File: src/inc/spdrx_pkg.sv
package spdrx_pkg;

  localparam int unsigned AW = 8;
  localparam int unsigned DW = 8;

  localparam logic [7:0] ADDR_PRE_HIGH   = 8'h16;
  localparam logic [7:0] ADDR_PRE_LOW    = 8'h17;
  localparam logic [7:0] ADDR_RX_STATUS  = 8'h18;
  localparam logic [7:0] ADDR_RX_ENABLE  = 8'h19;
  localparam logic [7:0] ADDR_CONV_STAT  = 8'h1A;
  localparam logic [7:0] ADDR_IRQ_STATUS = 8'h1C;

  localparam logic [7:0] RX_ENABLE_RST  = 8'h00;
  localparam logic [7:0] RX_STICKY_BITS = 8'h0A;
  localparam logic [7:0] CV_STICKY_BITS = 8'h06;
  localparam logic [7:0] CV_USED_BITS   = 8'h0F;
  localparam int unsigned BIT_NONAUDIO  = 5;
  localparam int unsigned BIT_SUMMARY   = 0;

  // Bit order matches the receiver fault status register, bit 7 first
  typedef struct packed {
    logic valid;
    logic emphasis;
    logic nonaudio;
    logic nonaudio_pre;
    logic crc_fault_pulse;
    logic stream_absent;
    logic coding_fault_pulse;
    logic pll_lock;
  } spdrx_rx_in_t;

  // Bit order matches the low nibble of the rate converter status register
  typedef struct packed {
    logic too_slow;
    logic left_clip_pulse;
    logic right_clip_pulse;
    logic mute_hint;
  } spdrx_cv_in_t;

  typedef struct packed {
    logic        nonaudio_det;
    logic        subframe_mode;
    logic [15:0] preamble_d;
    logic [15:0] preamble_c_chan_b;
  } spdrx_pre_in_t;

endpackage

File: src/core/spdrx_err_status.sv
// Operation
// - High preamble register shows upper byte of detected Preamble-D, else zero.
// - Low preamble register shows lower byte of detected Preamble-D, else zero.
// - Subframe nonaudio mode reports Channel B Preamble-C in that register pair.
// - Read-only receiver fault status register holds eight flags, validity down to lock.
// - Bit 7 follows the received validity bit directly.
// - Bit 6 shows pre-emphasis; after a read it asks again only on change.
// - Bit 5 shows nonaudio status; re-asks on return to audio or type change.
// - Bit 4 shows nonaudio preamble found; after a read re-asks only on change.
// - Bit 3 checksum fault is held until the status register is read.
// - Bit 2 shows stream absent; after a read re-asks only on change.
// - Bit 1 coding or parity fault is held until the status register is read.
// - Bit 0 shows PLL lock; after a read re-asks only on change.
// - Writable enable register, one bit per flag; 1 lets it interrupt.
// - Read-only converter register: too slow, left clip, right clip, mute; top reserved.
// - Any enabled receiver request sets summary bit, held until interrupt status register is read.
// - Left and right clip flags are held until converter register is read.
`timescale 1ns/1ps
module spdrx_err_status (
  input  wire logic                     clk,
  input  wire logic                     rst,
  input  wire spdrx_pkg::spdrx_rx_in_t  rx_in,
  input  wire logic                     nonaudio_type_chg,
  input  wire spdrx_pkg::spdrx_cv_in_t  cv_in,
  input  wire spdrx_pkg::spdrx_pre_in_t pre_in,
  input  wire logic [spdrx_pkg::AW-1:0] reg_addr,
  input  wire logic                     reg_rd,
  input  wire logic                     reg_wr,
  input  wire logic [spdrx_pkg::DW-1:0] reg_wdata,
  output logic [spdrx_pkg::DW-1:0]      reg_rdata,
  output logic                          reg_rvalid,
  output logic                          receiver_fault_summary
);

  logic [7:0]  rx_vec;
  logic [7:0]  rx_flag;
  logic [7:0]  rx_pend;
  logic [7:0]  rx_retrig;
  logic [3:0]  cv_vec;
  logic [3:0]  cv_flag;
  logic [15:0] pre_word;
  logic        rd_rx;
  logic        rd_cv;
  logic        rd_irq;

  logic [7:0] enable_r;
  logic [7:0] enable_nxt;
  logic       summary_r;
  logic       summary_nxt;
  logic [7:0] rdata_r;
  logic [7:0] rdata_nxt;
  logic       rvalid_r;
  logic       rvalid_nxt;

  assign rx_vec = rx_in;
  assign cv_vec = cv_in;
  assign rd_rx  = reg_rd && (reg_addr == spdrx_pkg::ADDR_RX_STATUS);
  assign rd_cv  = reg_rd && (reg_addr == spdrx_pkg::ADDR_CONV_STAT);
  assign rd_irq = reg_rd && (reg_addr == spdrx_pkg::ADDR_IRQ_STATUS);

  // A new kind of nonaudio data re-arms the nonaudio request while it stays set
  always_comb begin
    rx_retrig = 8'h00;
    rx_retrig[spdrx_pkg::BIT_NONAUDIO] = nonaudio_type_chg & rx_in.nonaudio;
  end

  // Validity is live too; its request follows the same change rule as the other live flags
  for (genvar i = 0; i < 8; i++) begin : g_rx
    spdrx_flag_cell #(
      .STICKY (spdrx_pkg::RX_STICKY_BITS[i])
    ) u_cell (
      .clk    (clk),
      .rst    (rst),
      .live   (rx_vec[i]),
      .retrig (rx_retrig[i]),
      .rd_clr (rd_rx),
      .flag   (rx_flag[i]),
      .pend   (rx_pend[i])
    );
  end

  // Converter requests are not routed anywhere here, so pend is left open
  for (genvar j = 0; j < 4; j++) begin : g_cv
    spdrx_flag_cell #(
      .STICKY (spdrx_pkg::CV_STICKY_BITS[j])
    ) u_cell (
      .clk    (clk),
      .rst    (rst),
      .live   (cv_vec[j]),
      .retrig (1'b0),
      .rd_clr (rd_cv),
      .flag   (cv_flag[j]),
      .pend   ()
    );
  end

  spdrx_preamble_sel u_pre (
    .clk      (clk),
    .rst      (rst),
    .pre_in   (pre_in),
    .pre_word (pre_word)
  );

  always_comb begin
    enable_nxt = enable_r;
    if (reg_wr && (reg_addr == spdrx_pkg::ADDR_RX_ENABLE)) begin
      enable_nxt = reg_wdata;
    end
    // Set wins over the read clear of the summary bit
    summary_nxt = (|(rx_pend & enable_r)) | (summary_r & ~rd_irq);
  end

  always_comb begin
    rdata_nxt  = rdata_r;
    rvalid_nxt = reg_rd;
    if (reg_rd) begin
      unique case (reg_addr)
        spdrx_pkg::ADDR_PRE_HIGH:   rdata_nxt = pre_word[15:8];
        spdrx_pkg::ADDR_PRE_LOW:    rdata_nxt = pre_word[7:0];
        spdrx_pkg::ADDR_RX_STATUS:  rdata_nxt = rx_flag;
        spdrx_pkg::ADDR_RX_ENABLE:  rdata_nxt = enable_r;
        spdrx_pkg::ADDR_CONV_STAT:  rdata_nxt = {4'h0, cv_flag} & spdrx_pkg::CV_USED_BITS;
        spdrx_pkg::ADDR_IRQ_STATUS: rdata_nxt = {7'h00, summary_r};
        default:                    rdata_nxt = 8'h00;
      endcase
    end
  end

  always_ff @(posedge clk or posedge rst) begin
    if (rst) begin
      enable_r  <= spdrx_pkg::RX_ENABLE_RST;
      summary_r <= 1'b0;
      rdata_r   <= 8'h00;
      rvalid_r  <= 1'b0;
    end else begin
      enable_r  <= enable_nxt;
      summary_r <= summary_nxt;
      rdata_r   <= rdata_nxt;
      rvalid_r  <= rvalid_nxt;
    end
  end

  assign reg_rdata              = rdata_r;
  assign reg_rvalid             = rvalid_r;
  assign receiver_fault_summary = summary_r;

endmodule

File: src/core/spdrx_flag_cell.sv
`timescale 1ns/1ps
module spdrx_flag_cell #(
  parameter bit STICKY = 1'b0
) (
  input  wire logic clk,
  input  wire logic rst,
  input  wire logic live,
  input  wire logic retrig,
  input  wire logic rd_clr,
  output logic      flag,
  output logic      pend
);

  logic state_r;
  logic state_nxt;
  logic rearm_r;
  logic rearm_nxt;

  always_comb begin
    if (STICKY) begin
      // Set wins over the read clear so a pulse in the read cycle survives
      state_nxt = live | (state_r & ~rd_clr);
      rearm_nxt = 1'b0;
    end else begin
      // Remember what software saw; a difference or a retrigger asks again
      state_nxt = rd_clr ? live : state_r;
      rearm_nxt = retrig | (rearm_r & ~rd_clr);
    end
  end

  always_ff @(posedge clk or posedge rst) begin
    if (rst) begin
      state_r <= 1'b0;
      rearm_r <= 1'b0;
    end else begin
      state_r <= state_nxt;
      rearm_r <= rearm_nxt;
    end
  end

  assign flag = STICKY ? state_r : live;
  assign pend = STICKY ? state_r : ((live ^ state_r) | rearm_r);

endmodule

File: src/core/spdrx_preamble_sel.sv
`timescale 1ns/1ps
module spdrx_preamble_sel (
  input  wire logic                   clk,
  input  wire logic                   rst,
  input  wire spdrx_pkg::spdrx_pre_in_t pre_in,
  output logic [15:0]                 pre_word
);

  logic [15:0] word_r;
  logic [15:0] word_nxt;

  always_comb begin
    if (!pre_in.nonaudio_det) begin
      word_nxt = 16'h0000;
    end else if (pre_in.subframe_mode) begin
      word_nxt = pre_in.preamble_c_chan_b;
    end else begin
      word_nxt = pre_in.preamble_d;
    end
  end

  always_ff @(posedge clk or posedge rst) begin
    if (rst) begin
      word_r <= 16'h0000;
    end else begin
      word_r <= word_nxt;
    end
  end

  assign pre_word = word_r;

endmodule

File: config.mk
export PLATFORM = sky130hd
export DESIGN_NAME = spdrx_err_status
export DESIGN_NICKNAME = d
export VERILOG_FILES = /design/src/inc/spdrx_pkg.sv /design/src/core/spdrx_err_status.sv /design/src/core/spdrx_flag_cell.sv /design/src/core/spdrx_preamble_sel.sv
export SDC_FILE = /design/constraint.sdc
export NUM_CORES = 1
export LEC_CHECK = 0
export BUFFER_PORTS_ARGS = -buffer_cell sky130_fd_sc_hd__buf_2
export CELL_PAD_IN_SITES_DETAIL_PLACEMENT = 0
export CELL_PAD_IN_SITES_GLOBAL_PLACEMENT = 1
export CORE_ASPECT_RATIO = 0.5
export CORE_MARGIN = 10
export CORE_UTILIZATION = 39
export CTS_CLUSTER_DIAMETER = 30
export CTS_CLUSTER_SIZE = 30
export DETAILED_ROUTE_END_ITERATION = 12
export PLACE_DENSITY = 0.76
export SLEW_MARGIN = 20
export SYNTH_ARGS = -nofsm -noshare
export SYNTH_HDL_FRONTEND = slang
export SYNTH_SLANG_ARGS = --single-unit
File: constraint.sdc
create_clock -name clk -period 2.6 [get_ports clk]
set_clock_uncertainty 0.1 [all_clocks]
set_input_delay 0.78 -clock clk [delete_from_list [all_inputs] [get_ports clk]]
set_output_delay 0.78 -clock clk [all_outputs]
set_load 0.005 [all_outputs]
==> reports/metrics.cfg, run 1 <==
[status]
status=complete, no violations

[clocking]
clk_pin_slew_ns=0.07
htree_num_levels=2
postCtsSetupRepairBufs=0
numCtsBuffers=5
worstSkewPairLatency_ns=0.29
clockRootBuffer=clkbuf_16
tritoncts=yes
cts.hold.buffers_added=0
ctsResizeCount=0
cts.path.max_buffers=2
cts.sinks=50

[synth]
ys_types=35
synthTopCellsByArea=dfrtp_1 (52%), mux2i_1 (9.9%), mux2_2 (6.0%)
syn-num-nets=262
synth-seq-cells=50
synth_flop_cell=dfrtp_1
syn_area_sq_mm=0.002425
yosysMostFrequentCell=dfrtp_1
synthTopCellsByCount=dfrtp_1 (50), mux2i_1 (24), nor2b_1 (19), mux2_2 (13), o21ai_0 (10)
yosys.area.top_type=dfrtp_1
postSynthCellCount=195
ys_warn_count=0
synth_top_area_share_pct=51.60
synth-edff-count=0
seq_area_frac_synth_pct=51.60
postSynth.asyncResetShare_pct=100.0
syn_area_per_cell_sq_um=12.44

[placed_design]
gp_congestion=0.8565
placed_cells=352
numPortBuffers=76
dp.final_hpwl_um=4668

[worst_setup_path]
worstPathRequired_ns=2.67
critPathLaunchType=input port
arrival_ns=2.11
worst-setup-path-type=in -> reg
end_kind=flip-flop
path_max_fanout=18

[global_route]
antenna_found_initial=0
grt_usage_pct=11.19
grt_pass1_wl_um=8825
grt-ovfl-total=0
grt_start_max_net_pins=51
grt_pass1_vias=1786

[timing]
worstMarginPinSlew_ns=0.4551
finalSetupTns_ns=0
setup_viol=0
rsz0062_at_grt=no
drv_slew=0
min_period_over_period_pct=78.20
slew_headroom_pct=69.66
finalCriticalPeriod_ns=2.033
hold_violations=0
fmax_mhz=491.8

[run]
maxCapViolCount=0

[floorplan]
ios=77
fp.coreArea_sq_mm=0.006056
row_count=20
die_area_sq_mm=0.009963
dieWidth_um=131.5
die_y_um=75.76
start_util_pct=40.04

[detailed_routing]
dr.pass1.iters=6
routedWlPerCell_um=16.26
routed_wirelength_um=5852
drc=0
viasPerCell=4.883
drt_iter0_drc=91
via_count=1758
antenna_left=0

[layout]
stdcell_count=360
drive_above_1_share_pct=39.71
areaGrowthSynthToFinish_pct=25.23
fillers=581
final_nets=338
diodes=0

[power_and_ir_drop]
total_power_uw=1635
ir_drop_v=0.0002534
p_leak_uw=0.001513
power.density_mw_per_mm2=538.5

[hold_path]
hp-class=reg -> reg

## power breakdown
| part | switching, uW | internal (uW) | total (uW) |
|---|---|---|---|
| combinational | 91.7 | 94.2 | 186 |
| clock | 273 | 356 | 629 |
| sequential | 14.8 | 806 | 821 |
| total | 379 | 1260 | 1640 |
## path summary, 6_finish.rpt
kind | startpoint | to | slack, ns | cells past startpoint
worst max register to register | receiver_fault_summary | reg_rdata[0] | 1.24 | 4
worst max-delay path | reg_addr[0] | enable_r[2] | 0.57 | 4
worst min-delay path | g_cv[2].u_cell.flag | g_cv[2].u_cell.flag | 0.37 | 1
min in group asynchronous | rst | g_rx[7].u_cell.rearm_r | 0.41 | 3
max in group asynchronous | rst | u_pre.pre_word[11] | 1.75 | 3
worst min register to register | g_cv[2].u_cell.flag | g_cv[2].u_cell.flag | 0.37 | 1
## area by class of cell
class / count / area (sq um) / area share, %
inverters: 4 / 15.01 / 0.4944
well taps: 88 / 110.1 / 3.626
clock inverters: 3 / 21.27 / 0.7005
clock buffers: 5 / 125.1 / 4.120
multi-input cells: 133 / 1114 / 36.67
flip-flops and latches: 50 / 1251 / 41.20
repair buffers: 77 / 400.4 / 13.19
## critical path: stages
cell and delay, ns:
buf_2 0.37, and4bb_2 0.36, nand3_2 0.24, mux2_2 0.35
## per-stage QoR
stage	utilization (%)	setup slack, ns	area (sq um)	hold slack, ns
final	50.14	0.5668	3037	0.3728
after global placement	47.73	0.3180	2890	0.3645
after floorplan	-	0.5188	2425	0.3421
after global routing	50.14	0.5276	3037	0.3869
after detailed placement	47.73	0.2767	2890	0.3622
after CTS	50.14	0.5735	3037	0.3762
## cell families after synthesis
group,share of synthesized area (%)
adders and majority gates,0.4128
buffers and inverters,2.476
AOI/OAI and AO/OA,10.58
xor gates and xnor gates,2.167
and+or+nand+nor,15.58
muxes,17.18
DFF,51.60
## placed cells by master (no fill, tap or decap), drive strengths merged, types with 5 or more instances in the layout
| cell | netlist | layout |
|---|---|---|
| buf | 7 | 77 |
| nor2b | 19 | 19 |
| o2bb2ai | 5 | 5 |
| and2 | 11 | 11 |
| dfrtp | 50 | 50 |
| mux2 | 15 | 15 |
| xor2 | 6 | 6 |
| o21ai | 10 | 10 |
| clkbuf | 1 | 5 |
| mux2i | 24 | 24 |
## sequential cells by signal (all words and copies together) (netlist names)
name / flops
u_pre.pre_word: 16
enable_r: 8
reg_rdata: 8
g_rx.u_cell.rearm_r: 6
g_rx.u_cell.state_r: 6
g_cv.u_cell.flag: 2
g_rx.u_cell.flag: 2
receiver_fault_summary: 1
reg_rvalid: 1
## metal layers
metal	part of all wire (%)	vias to the layer above	global-route usage, %
met3	4.7	7	2.434
met5	0	-	0
met2	50	53	19.21
met4	0.97	0	3.672
li1	-	860	-
met1	45	838	14.04
Power figures use the tool's default switching activity.
==> run 2, diff against run 1 <==
- clock period: 2.6 -> 2.1 ns (I/O delays scaled with it)
==> reports/metrics.cfg, run 2 (same netlist as run 1, synthesis figures left out) <==
[timing]
min_period_over_period_pct=82.71
rsz0062_at_grt=no
finalCriticalPeriod_ns=1.737
setup_viol=0  ; unchanged
fmax_mhz=575.7
slew_headroom_pct=66.46  ; -3.2 points
worstMarginPinSlew_ns=0.5023  ; +0.04726 ns
finalSetupTns_ns=0  ; unchanged
drv_slew=0  ; unchanged
hold_violations=0  ; unchanged
whs_ns=0.2679  ; -0.1049 ns

[detailed_routing]
antenna_left=0  ; unchanged
dr.pass1.iters=4  ; -2
drt_iter0_drc=143  ; +57%
via_count=1804  ; +2.6%
viasPerCell=4.942  ; +1.2%
routedWlPerCell_um=16.14  ; -0.71%
routed_wirelength_um=5891  ; +0.67%
drc=0  ; unchanged

[clocking]
numCtsBuffers=5  ; unchanged
tritoncts=yes
ctsResizeCount=0  ; unchanged
cts.hold.buffers_added=0  ; unchanged
cts.path.max_buffers=2  ; unchanged
clk_pin_slew_ns=0.06  ; about the same
htree_num_levels=2  ; unchanged
worstSkewPairLatency_ns=0.29  ; about the same
cts.sinks=50  ; unchanged
clockRootBuffer=clkbuf_16
postCtsSetupRepairBufs=0  ; unchanged

[placed_design]
dp.final_hpwl_um=4790  ; +2.6%
gp_congestion=0.8872  ; +3.6%
numPortBuffers=76  ; unchanged

[global_route]
grt_usage_pct=11.79  ; +0.60 points
grt_start_max_net_pins=29  ; -43%
grt_pass1_vias=1927  ; +7.9%
grt-ovfl-total=0  ; unchanged
grt_pass1_wl_um=9335  ; +5.8%
antenna_found_initial=0  ; unchanged

[power_and_ir_drop]
clkPwrFrac_pct=39.1  ; +0.6 points
p_seq_share_pct=49.4  ; -0.8 points
p_int_uw=1591  ; +27%
total_power_uw=2056  ; +26%
power.density_mw_per_mm2=667.6  ; +24%
pwr-share-comb_pct=11.5  ; about the same
p_leak_uw=0.001540  ; +1.8%
ir_drop_v=0.0003626  ; +43%
switching_share_pct=22.63  ; -0.58 points
switchingPower_uw=465.2  ; +23%

[layout]
layout_common_cells=buf_2 (76), dfrtp_1 (50), mux2i_1 (24)
final_nets=343  ; +1.5%
layout_commonest_cell=buf_2
drive_above_1_share_pct=40.79  ; +1.1 points
diodes=0  ; unchanged
fillers=558  ; -4.0%
areaGrowthSynthToFinish_pct=26.99
largest_reg_flops=16  ; unchanged

[run]
maxCapViolCount=0  ; unchanged

[floorplan]
start_util_pct=40.04  ; unchanged
fp.coreArea_sq_mm=0.006056  ; unchanged
ios=77  ; unchanged
row_count=20  ; unchanged
dieWidth_um=131.5  ; unchanged
die_y_um=75.76  ; unchanged
die_area_sq_mm=0.009963  ; unchanged

[worst_setup_path]
worstPathRequired_ns=2.17  ; -0.50 ns
r2r_cells=4  ; unchanged
regToRegSetupSlack_ns=0.74  ; -0.50 ns
end_kind=flip-flop
rr_endpoint=reg_rdata[0]
timing.rr.start=receiver_fault_summary
critPathLaunchType=input port
arrival_ns=1.81  ; -0.30 ns
path_max_fanout=14  ; -4
worst-setup-path-type=in -> reg

[status]
status=complete, no violations

[hold_path]
hp-class=in -> async

-- run 2: metal layers --
layer / global-route usage [%] / part of all wire (%) / vias up
met5: 0 / 0 / -
met4: 4.406 / 1.4 / 0
met3: 3.026 / 4.2 / 6
met2: 19.38 / 49 / 57
met1: 14.94 / 46 / 871
li1: - / - / 870
-- run 2: how the worst max path moves through the flow --
stage	startpoint	slack (ns)	to	cells after the start
2_1_floorplan	rst	0.17	enable_r[0]	1
3_3_place_gp	reg_addr[5]	0.09	g_rx[6].u_cell.state_r	5
3_5_place_dp	reg_addr[0]	0.05	enable_r[5]	4
4_1_cts	reg_addr[0]	0.37	enable_r[5]	4
5_1_grt	reg_addr[0]	0.29	enable_r[6]	4
6_report	reg_addr[0]	0.36	g_rx[6].u_cell.state_r	4
-- run 2: stage by stage --
step / std cells / setup WS, ns / area [sq um] / util, %
5_1_grt: 365 / 0.2943 / 3079 / 50.85
2_1_floorplan: 195 / 0.1688 / 2425 / -
3_3_place_gp: 357 / 0.08611 / 2928 / 48.35
4_1_cts: 365 / 0.3673 / 3079 / 50.85
6_report: 365 / 0.3631 / 3079 / 50.85
3_5_place_dp: 357 / 0.04900 / 2928 / 48.35
-- run 2: cell type report --
class                           instances  area [sq um]  share of cell area [%]
Multi-Input combinational cell        133          1114                   36.16
Clock inverter                          2         12.51                  0.4063
Timing Repair Buffer                   82         437.9                   14.22
Tap cell                               88         110.1                   3.576
Clock buffer                            6         138.9                   4.510
Sequential cell                        50          1251                   40.63
Inverter                                4         15.01                  0.4876
-- run 2: power by group through the flow --
stage / Clock, uW / Sequential [uW] / Combinational (uW)
after floorplan: 0 / 1030 / 131
after global placement: 0 / 1030 / 235
after detailed placement: 0 / 1030 / 239
after CTS: 819 / 1020 / 240
after global routing: 858 / 1020 / 264
final: 804 / 1020 / 236
-- run 2: worst max-delay path, cell delays in order --
cell,delay [ns]
buf_2,0.19
nor4b_4,0.45
nand2_4,0.20
mux2_4,0.33
